### src/rtl/abc_pkg.sv
// Shared constants, field layouts and types for the burst/accumulate control.
// Assumes a single 125 MHz system clock and an SFR port on that clock.
package abc_pkg;

  localparam int unsigned SYS_CLK_HZ   = 125_000_000;
  localparam int unsigned BURST_CLK_HZ = 20_000_000;
  // Rounded down, so the tick runs slightly above the nominal rate.
  localparam int unsigned BURST_DIV    = SYS_CLK_HZ / BURST_CLK_HZ;

  localparam logic [7:0] ADDR_ACC_CFG  = 8'hba;
  localparam logic [7:0] ADDR_RES_LOW  = 8'hbd;
  localparam logic [7:0] ADDR_RES_HIGH = 8'hbe;
  localparam logic [7:0] ACC_CFG_RESET = 8'h00;

  localparam int unsigned BIT_TWELVE = 7;
  localparam int unsigned BIT_ACC_EN = 6;
  localparam int unsigned SJ_LSB     = 3;
  localparam int unsigned RPT_LSB    = 0;

  localparam logic [2:0] SJ_LEFT = 3'h4;

  localparam int unsigned EXTRA_TRACK_CLKS = 3;
  localparam int unsigned PWR_W  = 5;
  localparam int unsigned TK_W   = 4;
  localparam int unsigned TMR_W  = 8;
  localparam int unsigned CNT_W  = 7;
  localparam int unsigned DATA_W = 12;
  localparam int unsigned ACC_W  = 18;
  localparam int unsigned RES_W  = 16;
  localparam int unsigned MUX_W  = 5;

  typedef struct packed {
    logic       twelve_bit_enable;
    logic [2:0] shift_justify;
    logic [2:0] repeat_count;
  } abc_cfg_t;

  typedef enum logic [2:0] {
    ST_IDLE,
    ST_PWRUP,
    ST_TRACK,
    ST_EXTRA,
    ST_CONV,
    ST_WAIT
  } abc_state_t;

endpackage

### src/rtl/abc_top.sv
// Burst sequencer and result accumulator for the SAR converter core.
// Assumes the core handshake and SFR port are synchronous to i_sys_clk.
`timescale 1ns/1ps
`default_nettype none
module abc_top #(
  parameter int unsigned PWRUP_STEP_CLKS = 4,
  parameter int unsigned BURST_DIV       = abc_pkg::BURST_DIV
) (
  input  wire logic                    i_sys_clk,     // System clock
  input  wire logic                    i_rst_n,       // Sync reset, low
  input  wire logic [7:0]              i_sfr_addr,    // SFR address
  input  wire logic                    i_sfr_wr,      // SFR write strobe
  input  wire logic                    i_sfr_rd,      // SFR read strobe
  input  wire logic [7:0]              i_sfr_wdata,   // SFR write data
  output logic [7:0]                   o_sfr_rdata,   // SFR read data
  input  wire logic                    i_burst_enable,    // Burst mode
  input  wire logic                    i_converter_enable, // Converter on
  input  wire logic [abc_pkg::PWR_W-1:0] i_power_up_time, // Wake time
  input  wire logic [abc_pkg::TK_W-1:0]  i_tracking_time, // Track time
  input  wire logic                    i_extra_tracking_mode, // +3 clks
  input  wire logic [abc_pkg::MUX_W-1:0] i_input_select_reg, // Channel
  input  wire logic                    i_convert_start, // Start pulse
  input  wire logic                    i_done_clear,  // Clear done flag
  output logic                         o_conversion_done_flag, // Done
  output logic                         o_window_strobe, // Compare now
  output logic [abc_pkg::RES_W-1:0]    o_result,      // Formatted result
  output logic [abc_pkg::MUX_W-1:0]    o_input_selector, // To mux
  output logic                         o_conv_power,  // Core powered
  output logic                         o_conv_track,  // Core tracking
  output logic                         o_conv_start,  // Core start pulse
  output logic                         o_twelve_bit,  // Core 12-bit mode
  input  wire logic                    i_conv_done,   // Core done pulse
  input  wire logic [abc_pkg::DATA_W-1:0] i_conv_data // Core result
);
  import abc_pkg::*;

  abc_state_t          state;
  abc_cfg_t            cfg;
  logic                acc_enable;
  logic                powered;
  logic [TMR_W-1:0]    tmr;
  logic [CNT_W-1:0]    cnt;
  logic [CNT_W-1:0]    total;
  logic [CNT_W-1:0]    next_cnt;
  logic [ACC_W-1:0]    acc;
  logic [ACC_W-1:0]    sample;
  logic [RES_W-1:0]    fmt;
  logic                tick;
  logic                accept;
  logic                conv_evt;
  logic                last;
  logic                done_pulse;
  logic                done_q;
  logic                tmr_end;
  logic [TMR_W-1:0]    pwr_load;
  logic [TMR_W-1:0]    trk_load;

  abc_burst_tick #(
    .DIV (BURST_DIV)
  ) u_tick (
    .i_sys_clk (i_sys_clk),
    .i_rst_n   (i_rst_n),
    .o_tick    (tick)
  );

  abc_result_format u_fmt (
    .i_acc    (acc),
    .i_cfg    (cfg),
    .o_total  (total),
    .o_result (fmt)
  );

  // Starts without burst need the converter already enabled.
  assign accept = (state == ST_IDLE) && i_convert_start &&
                  (i_burst_enable || i_converter_enable);
  assign conv_evt   = (state == ST_WAIT) && i_conv_done;
  assign next_cnt   = cnt + 1'b1;
  assign last       = (next_cnt == total);
  assign done_pulse = conv_evt && last;
  assign tmr_end    = tick && (tmr == '0);

  assign pwr_load = TMR_W'((32'(i_power_up_time) + 32'd1) *
                           PWRUP_STEP_CLKS - 32'd1);
  assign trk_load = TMR_W'(i_tracking_time);
  assign sample = ACC_W'(i_conv_data) & (cfg.twelve_bit_enable ?
                  ACC_W'(12'hfff) : ACC_W'(12'h3ff));

  always_ff @(posedge i_sys_clk) begin
    if (!i_rst_n) begin
      cfg        <= abc_cfg_t'({ACC_CFG_RESET[BIT_TWELVE],
                               ACC_CFG_RESET[SJ_LSB +: 3],
                               ACC_CFG_RESET[RPT_LSB +: 3]});
      acc_enable <= ACC_CFG_RESET[BIT_ACC_EN];
    end else if (i_sfr_wr && i_sfr_addr == ADDR_ACC_CFG) begin
      cfg.twelve_bit_enable <= i_sfr_wdata[BIT_TWELVE];
      cfg.shift_justify     <= i_sfr_wdata[SJ_LSB +: 3];
      cfg.repeat_count      <= i_sfr_wdata[RPT_LSB +: 3];
      acc_enable            <= i_sfr_wdata[BIT_ACC_EN];
    end
  end

  always_ff @(posedge i_sys_clk) begin
    if (!i_rst_n) begin
      o_sfr_rdata <= 8'h00;
    end else if (i_sfr_rd) begin
      unique case (i_sfr_addr)
        ADDR_ACC_CFG:  o_sfr_rdata <= {cfg.twelve_bit_enable, 1'b0,
                                       cfg.shift_justify,
                                       cfg.repeat_count};
        ADDR_RES_HIGH: o_sfr_rdata <= fmt[15:8];
        ADDR_RES_LOW:  o_sfr_rdata <= fmt[7:0];
        default:       o_sfr_rdata <= 8'h00;
      endcase
    end
  end

  always_ff @(posedge i_sys_clk) begin
    if (!i_rst_n) begin
      state <= ST_IDLE;
      tmr   <= '0;
    end else begin
      unique case (state)
        ST_IDLE: begin
          if (accept && i_burst_enable && !powered) begin
            state <= ST_PWRUP;
            tmr   <= pwr_load;
          end else if (accept) begin
            state <= ST_TRACK;
            tmr   <= trk_load;
          end
        end
        ST_PWRUP: begin
          if (tmr_end) begin
            state <= ST_TRACK;
            tmr   <= trk_load;
          end else if (tick) begin
            tmr <= tmr - 1'b1;
          end
        end
        ST_TRACK: begin
          if (tmr_end && i_extra_tracking_mode) begin
            state <= ST_EXTRA;
            tmr   <= TMR_W'(EXTRA_TRACK_CLKS - 1);
          end else if (tmr_end) begin
            state <= ST_CONV;
          end else if (tick) begin
            tmr <= tmr - 1'b1;
          end
        end
        ST_EXTRA: begin
          if (tmr_end) begin
            state <= ST_CONV;
          end else if (tick) begin
            tmr <= tmr - 1'b1;
          end
        end
        ST_CONV: begin
          state <= ST_WAIT;
        end
        ST_WAIT: begin
          if (conv_evt && !last && i_burst_enable) begin
            state <= ST_TRACK;
            tmr   <= trk_load;
          end else if (conv_evt) begin
            state <= ST_IDLE;
          end
        end
      endcase
    end
  end

  always_ff @(posedge i_sys_clk) begin
    if (!i_rst_n) begin
      cnt <= '0;
    end else if (accept && (i_burst_enable || cnt == '0)) begin
      cnt <= '0;
    end else if (conv_evt) begin
      cnt <= last ? '0 : next_cnt;
    end
  end

  always_ff @(posedge i_sys_clk) begin
    if (!i_rst_n) begin
      powered <= 1'b0;
    end else if (state == ST_PWRUP) begin
      powered <= 1'b1;
    end else if (done_pulse && i_burst_enable) begin
      powered <= i_converter_enable;
    end else if (state == ST_IDLE) begin
      if (i_converter_enable) begin
        powered <= 1'b1;
      end else if (!i_burst_enable) begin
        powered <= 1'b0;
      end
    end
  end

  // A finished conversion takes priority over a software result write.
  always_ff @(posedge i_sys_clk) begin
    if (!i_rst_n) begin
      acc <= '0;
    end else if (conv_evt) begin
      if (i_burst_enable ? (cnt == '0) : !acc_enable) begin
        acc <= sample;
      end else begin
        acc <= acc + sample;
      end
    end else if (i_sfr_wr && i_sfr_addr == ADDR_RES_HIGH) begin
      acc <= {2'b00, i_sfr_wdata, acc[7:0]};
    end else if (i_sfr_wr && i_sfr_addr == ADDR_RES_LOW) begin
      acc <= {acc[ACC_W-1:8], i_sfr_wdata};
    end
  end

  always_ff @(posedge i_sys_clk) begin
    if (!i_rst_n) begin
      done_q                 <= 1'b0;
      o_window_strobe        <= 1'b0;
      o_conversion_done_flag <= 1'b0;
      o_result               <= '0;
    end else begin
      done_q          <= done_pulse;
      o_window_strobe <= done_q;
      o_result        <= fmt;
      if (done_q) begin
        o_conversion_done_flag <= 1'b1;
      end else if (i_done_clear) begin
        o_conversion_done_flag <= 1'b0;
      end
    end
  end

  always_ff @(posedge i_sys_clk) begin
    if (!i_rst_n) begin
      o_input_selector <= '0;
      o_conv_track     <= 1'b0;
      o_conv_start     <= 1'b0;
      o_twelve_bit     <= 1'b0;
    end else begin
      o_input_selector <= i_input_select_reg;
      o_conv_track     <= (state == ST_TRACK) || (state == ST_EXTRA);
      o_conv_start     <= (state == ST_CONV);
      o_twelve_bit     <= cfg.twelve_bit_enable;
    end
  end

  assign o_conv_power = powered;

  logic [2:0] extra_ticks;
  always_ff @(posedge i_sys_clk) begin
    if (!i_rst_n || state != ST_EXTRA) begin
      extra_ticks <= '0;
    end else if (tick) begin
      extra_ticks <= extra_ticks + 1'b1;
    end
  end
endmodule
`default_nettype wire

### src/rtl/abc_burst_tick.sv
// Divider that makes the burst sequencing tick from the system clock.
// Assumes the divide ratio is at least two.
`timescale 1ns/1ps
`default_nettype none
module abc_burst_tick #(
  parameter int unsigned DIV = abc_pkg::BURST_DIV
) (
  input  wire logic i_sys_clk,   // System clock
  input  wire logic i_rst_n,     // Synchronous reset, active low
  output logic      o_tick       // One-cycle burst tick
);
  import abc_pkg::*;

  localparam int unsigned W = $clog2(DIV);
  localparam logic [W-1:0] LAST = W'(DIV - 1);

  logic [W-1:0] div_cnt;

  always_ff @(posedge i_sys_clk) begin
    if (!i_rst_n) begin
      div_cnt <= '0;
      o_tick  <= 1'b0;
    end else begin
      o_tick  <= (div_cnt == LAST);
      div_cnt <= (div_cnt == LAST) ? '0 : div_cnt + 1'b1;
    end
  end

endmodule
`default_nettype wire

### src/rtl/abc_result_format.sv
// Decodes the repeat count and formats the accumulator for reading.
// Purely combinational; the caller registers the formatted result and uses the total unregistered.
`timescale 1ns/1ps
`default_nettype none
module abc_result_format (
  input  wire logic [abc_pkg::ACC_W-1:0] i_acc,    // Accumulator value
  input  wire abc_pkg::abc_cfg_t         i_cfg,    // Format settings
  output logic [abc_pkg::CNT_W-1:0]      o_total,  // Conversions per run
  output logic [abc_pkg::RES_W-1:0]      o_result  // Formatted result
);
  import abc_pkg::*;

  always_comb begin
    unique case (i_cfg.repeat_count)
      3'h1:    o_total = 7'h04;
      3'h2:    o_total = 7'h08;
      3'h3:    o_total = 7'h10;
      3'h4:    o_total = 7'h20;
      3'h5:    o_total = 7'h40;
      default: o_total = 7'h01;
    endcase
  end

  always_comb begin
    // Reserved codes read as unshifted right-justified data.
    unique case (i_cfg.shift_justify)
      3'h1:    o_result = i_acc[RES_W:1];
      3'h2:    o_result = i_acc[RES_W+1:2];
      3'h3:    o_result = {1'b0, i_acc[RES_W+1:3]};
      SJ_LEFT: o_result = i_cfg.twelve_bit_enable ?
                          {i_acc[11:0], 4'h0} : {i_acc[9:0], 6'h00};
      default: o_result = i_acc[RES_W-1:0];
    endcase
  end

endmodule
`default_nettype wire

### config.mk
export PLATFORM = sky130hd
export DESIGN_NAME = abc_top
export DESIGN_NICKNAME = d
export VERILOG_FILES = /design/src/rtl/abc_pkg.sv /design/src/rtl/abc_top.sv /design/src/rtl/abc_burst_tick.sv /design/src/rtl/abc_result_format.sv
export SDC_FILE = /design/constraint.sdc
export NUM_CORES = 1
export LEC_CHECK = 0
export ABC_AREA = 0
export ABC_CLOCK_PERIOD_IN_PS = 4200
export BUFFER_PORTS_ARGS = -buffer_cell sky130_fd_sc_hd__buf_2
export CORE_AREA = 2 2 78 137
export CTS_CLUSTER_DIAMETER = 200
export DETAILED_ROUTE_END_ITERATION = 16
export DIE_AREA = 0 0 80 139
export PLACE_DENSITY = 0.86
export SLEW_MARGIN = 25
export SYNTH_ARGS = -nofsm -noshare
export SYNTH_HDL_FRONTEND = slang
export SYNTH_SLANG_ARGS = --single-unit
### constraint.sdc
create_clock -name i_sys_clk -period 4.2 [get_ports i_sys_clk]
set_clock_uncertainty 0.2 [all_clocks]
set_input_delay 1.05 -clock i_sys_clk [delete_from_list [all_inputs] [get_ports i_sys_clk]]
set_output_delay 1.05 -clock i_sys_clk [all_outputs]
set_load 0.05 [all_outputs]
Yosys cells after proc, flatten, opt, wreduce, memory -nomap -nowiden
Index checks and enable logic that the tools add are counted. W data, S select, Z words.

Bits in read-only memories: 0. Input bits: 52. Logic and storage cells: 123. RAM bits: 0. Flip-flop bits (word level): 84. Output and inout bits: 35. Latch bits: 0. Memories: 0.

Add/sub/neg operators: 6. Divide/modulo/power cells: 0. Shift-type cells: 0. Bitwise logic cells: 2. Equal/unequal tests: 25. Multiplexer cells: 34. $lt $le $gt $ge: 0. $mul: 0. Reductions and logical operators: 35.

Operator list (count): $mux W8 (8); $pmux W16 S4 (1); $mux W18 (3); $pmux W8 S5 (1); $pmux W7 S5 (1); $eq A8 B8 Y1 const B (3); $pmux W8 S3 (1); $mux W3 (7); $add A18 B12 Y18 (1); $eq A3 B2 Y1 const B (6); $eq A3 B3 Y1 const B (6); $pmux W3 S6 (1); $mux W16 (1); $sub A8 B1 Y8 const B (2); $logic_and A1 B1 Y1 (15); $and A12 B12 Y12 (1); $mux W12 (1); $eq A3 B1 Y1 const B (3); $logic_not A8 Y1 (1); $mux W1 (8); $add A7 B1 Y7 const B (1); $eq A7 B7 Y1 (1); $logic_not A7 Y1 (1); $mux W7 (1); other kinds (16) (27).

Depth between registers and ports, before layout
Depth after elaboration: 8. Gate-level depth with buffers: 11. Mapped depth without buffers: 8.

Cells and area by module
From an unflattened synthesis, not the netlist that was laid out.

Cell total of the unflattened synthesis: 730. Area total of the unflattened synthesis: 5753.0 sq um.

Modules (own cells, without submodules): abc_top (area each 4718.3 sq um, sequential area each 1601.5 sq um, instances 1, cells an instance 587); abc_result_format (area each 874.6 sq um, sequential area each 0.0 sq um, instances 1, cells an instance 129); abc_burst_tick (area each 160.2 sq um, sequential area each 80.1 sq um, instances 1, cells an instance 14).

Least setup slack after synthesis
Ideal clock, no wire load.

Kind: input-to-reg. Start point: in i_conv_data[0] (netlist name). End point: reg acc[14]. Path slack: 1.229 ns. Path buffers: 0. Cell stages on the path: 8. Library setup time: 0.070 ns. Required time: 3.930 ns. Arrival: 2.701 ns. Cells stage by stage: ha_1 fa_1 a21o_1 nand4_1 a21oi_1 o311ai_0 xnor2_1 o2bb2ai_1.

Longest elaborated chain between the ends: 4.

RTL lines: start, declared (RTL line abc_top.sv:33) `input wire logic [abc_pkg::DATA_W-1:0] i_conv_data`; $and A12 B12 Y12 (RTL line abc_top.sv:85) `assign sample = ACC_W'(i_conv_data) & (cfg.twelve_bit_enable ?`; $add A18 B12 Y18 (RTL line abc_top.sv:206) `acc <= acc + sample;`; $mux W18 (RTL line abc_top.sv:203) `if (i_burst_enable ? (cnt == '0) : !acc_enable) begin`; $mux W18 (RTL line abc_top.sv:202) `end else if (conv_evt) begin`; end signal, assigned (RTL line abc_top.sv:204) `acc <= sample;`; end signal, assigned (RTL line abc_top.sv:206); end signal, assigned (RTL line abc_top.sv:209) `acc <= {2'b00, i_sfr_wdata, acc[7:0]};`; end, declared (RTL line abc_top.sv:45) `logic [ACC_W-1:0] acc;`.

No other way between the ends. A chain may end at the register's enable or synchronous reset.

Final worst setup path
Start point: reg cnt[1]. End point: reg tmr[2].

Longest elaborated chain between the ends: 7.

RTL lines: start, declared (RTL line abc_top.sv:42) `logic [CNT_W-1:0] cnt;`; start signal, assigned (RTL line abc_top.sv:178) `cnt <= last ? '0 : next_cnt;`; $add A7 B1 Y7 (RTL line abc_top.sv:77) `assign next_cnt = cnt + 1'b1;`; $eq A7 B7 Y1 (RTL line abc_top.sv:78) `assign last = (next_cnt == total);`; $logic_not A1 Y1 (RTL line abc_top.sv:161) `if (conv_evt && !last && i_burst_enable) begin`; $logic_and A1 B1 Y1 (2 in series) (RTL line abc_top.sv:161); $ne A2 B1 Y1 (no line); $reduce_and A3 Y1 (no line); end signal, assigned (RTL line abc_top.sv:147) `tmr <= tmr - 1'b1;`; end signal, assigned (RTL line abc_top.sv:154) `tmr <= tmr - 1'b1;`; end signal, assigned (RTL line abc_top.sv:163) `tmr <= trk_load;`; end, declared (RTL line abc_top.sv:41) `logic [TMR_W-1:0] tmr;`.

No other way between the ends.

==> results by group <==
Outcome
  • Status: completed

Critical path
  • Worst Path Arrival: 3130 ps
  • Largest stage delay on the critical path: 550 ps
  • R2R depth: 7
  • Cell type of the slowest stage on the worst timing path: a211oi_2
  • CP Class: flip-flop to flip-flop
  • Setup crit end kind: flip-flop
  • Kind of start point of the critical path: flip-flop
  • CP Cell Sequence: ha_1, nand3_2, or2_1, a311oi_2, o211ai_2, a211oi_2, mux2i_1
  • Critical Path RT: 4270 ps
  • Max FO, Critical Path: 11

Timing
  • Slew margin rel.: 0.2987
  • Final hold vios: 0
  • Final Critical Period: 3065 ps
  • Final Max Tran Viols: 0
  • Final period utilization: 0.7298
  • Fmax: 326.2 MHz
  • RSZ-0062 raised after global routing: no
  • Final setup viols: 0
  • Post-Route Setup TNS: 0 ps
  • Slew @ Worst Pin: 1051 ps

Routing
  • Detail Route Antenna Nets: 0
  • Vias per inst: 6.596
  • WL/cell: 19.00 um
  • Via count: 6,029
  • Initial DRC Count: 442
  • # DRC: 0
  • Drt pass-1 iters: 5
  • WL final: 17,370 um

Job
  • Max cap viols: 0

Floorplan
  • Top Ports: 87
  • Starting Density: 0.5874
  • Die H: 139 um
  • DIE WIDTH: 80 um
  • Die area: 0.01112 mm^2
  • CORE AREA: 0.01005 mm^2
  • Row Count: 49

Finish
  • Nets: 854
  • Antenna diodes: 0
  • P&R area growth vs syn: 12.39%
  • Fin area: 0.006638 mm^2
  • Fraction of layout cells with a size suffix above 1: 0.1881
  • Final non-filler cell total: 914
  • Most common cell after layout, fill and taps aside: nand2_1
  • Filler Cells Inserted: 845
  • Commonest cells after routing, fill and taps aside: nand2_1 (89), buf_2 (86), dfxtp_1 (83)

Global route
  • GRT Resource Usage Total: 0.3156
  • Vias in the first global route: 5,946
  • First-pass GRT wire length: 28,040 um
  • Largest net degree at the start of global routing: 35
  • GRT overflow: 0
  • Initial antenna violation count: 0

Synth
  • Seq cells post-synth: 84
  • Async SR Flop Fraction: 0
  • Number of distinct library cells after synthesis: 80
  • Syn Area/Cell: 8.090 um^2
  • Post-synth EDFFs: 0
  • Syn Std Cell Area: 0.005906 mm^2
  • Synth warn: 0
  • Syn nets: 802
  • Syn Inst Count: 730
  • Register area share after synthesis: 0.2847
  • Main synth FF type: dfxtp_1

CTS
  • Total CTS buffers: 9
  • Cts-stage hold buffer count: 0
  • Post-cts sizing count: 0
  • CTS root buf: clkbuf_16
  • Worst-Skew Late Latency: 340 ps
  • Clk sink count: 84
  • Number of H-tree levels: 3
  • CTS tree: yes
  • Reg clk slew, reported paths: 70 ps
  • CTS max path bufs: 2
  • Setup Fix Bufs, Post-CTS: 0

Placed design
  • Gpl congestion: 0.9549
  • Port Buffers: 86
  • DP HPWL: 12,910 um
  • Cell total after placement: 898
  • Area after DPL: 0.006321 mm^2

Pwr
  • PD cells: 295.8 mW/mm^2
  • Design Power: 1.963 mW
  • P_leak: 2.610 nW
  • Peak VDD IR: 0.0003055 V

Hold path
  • Hold Path Stages: 1
  • Worst Hold Class: flip-flop to flip-flop
-- synthesized netlist by cell type (all sizes together) (10+ instances only) --
cell type | number | area [um^2]
nand2 | 89 | 334.1
dfxtp | 84 | 1682
a21oi | 51 | 255.2
nor2 | 50 | 187.7
o21ai | 42 | 210.2
clkbuf | 33 | 123.9
nand3 | 27 | 140.1
and2 | 24 | 150.1
a31oi | 20 | 125.1
a211oi | 19 | 152.6
buf | 19 | 102.6
ha | 19 | 237.7
mux2i | 19 | 190.2
nor2b | 18 | 112.6
o21a | 15 | 112.6
xnor2 | 15 | 131.4
inv | 14 | 52.55
mux4 | 14 | 315.3
nor3 | 11 | 55.05
nand2b | 10 | 62.56
-- report_power, final --
| part | internal (mW) | switching (mW) | total [mW] |
|---|---|---|---|
| Combinational | 0.104 | 0.170 | 0.274 |
| Sequential | 0.818 | 0.0324 | 0.850 |
| Clock | 0.476 | 0.363 | 0.839 |
| Total | 1.40 | 0.566 | 1.96 |
-- through the flow --
stage / hold WS (ps) / util / worst slack, ps
2_1_floorplan: 221.4 / - / 1229
3_5_place_dp: 253.2 / 0.6287 / 806.9
3_3_place_gp: 230.6 / 0.6287 / 914.8
5_1_grt: 274.4 / 0.6602 / 861.2
6_report: 265.1 / 0.6602 / 1135
4_1_cts: 264.7 / 0.6600 / 1132
-- flip-flops by register name (all words and copies together), names as in the netlist, 3 cells and up --
| name | count |
|---|---|
| o_sfr_rdata | 8 |
| u_tick.div_cnt | 3 |
| cfg | 7 |
| state | 3 |
| o_result | 16 |
| cnt | 7 |
| tmr | 8 |
| acc | 18 |
| o_input_selector | 5 |
-- worst max-delay path, delay by kind of cell, from the launching register on --
family	cells	cell delay [ps]
flops	1	510
mux	1	240
compound gates	3	1170
simple gates	2	500
fa+ha+maj	1	360
-- cell type report --
cell class | count | area, um^2 | share of cell area
inverter | 14 | 52.55 | 0.007917
timing repair buffer | 93 | 483.0 | 0.07276
multi-input combinational | 580 | 3945 | 0.5943
clock buffer | 9 | 225.2 | 0.03393
sequential | 84 | 1683 | 0.2535
tap | 127 | 158.9 | 0.02394
clock inverter | 7 | 90.09 | 0.01357
-- metal layers --
layer | global-route usage | wire (um) | part of all wire
met1 | 0.3252 | 5985 | 0.34
met2 | 0.5662 | 9281 | 0.53
met3 | 0.05078 | 1051 | 0.061
met4 | 0.2070 | 1047 | 0.060
met5 | 0 | 0 | 0
-- kinds of logic after synthesis --
family	share of synthesized area
AOI/OAI and AO/OA	0.2621
xor gates and xnor gates	0.02966
adders and majority gates	0.04364
buffers and inverters	0.04724
DFF	0.2847
muxes	0.1028
and+or+nand+nor	0.2299
-- path summary, 6_finish.rpt --
kind	start	to	slack (ps)
max	cnt[1]$_SDFFE_PP0P_	tmr[2]$_SDFFE_PN0P_	1130
min	u_tick.div_cnt[0]$_SDFF_PP0_	u_tick.div_cnt[0]$_SDFF_PP0_	270
max reg2reg	cnt[1]$_SDFFE_PP0P_	tmr[2]$_SDFFE_PN0P_	1130
min reg2reg	u_tick.div_cnt[0]$_SDFF_PP0_	u_tick.div_cnt[0]$_SDFF_PP0_	270
No activity file was read; power rests on OpenSTA's default activity.
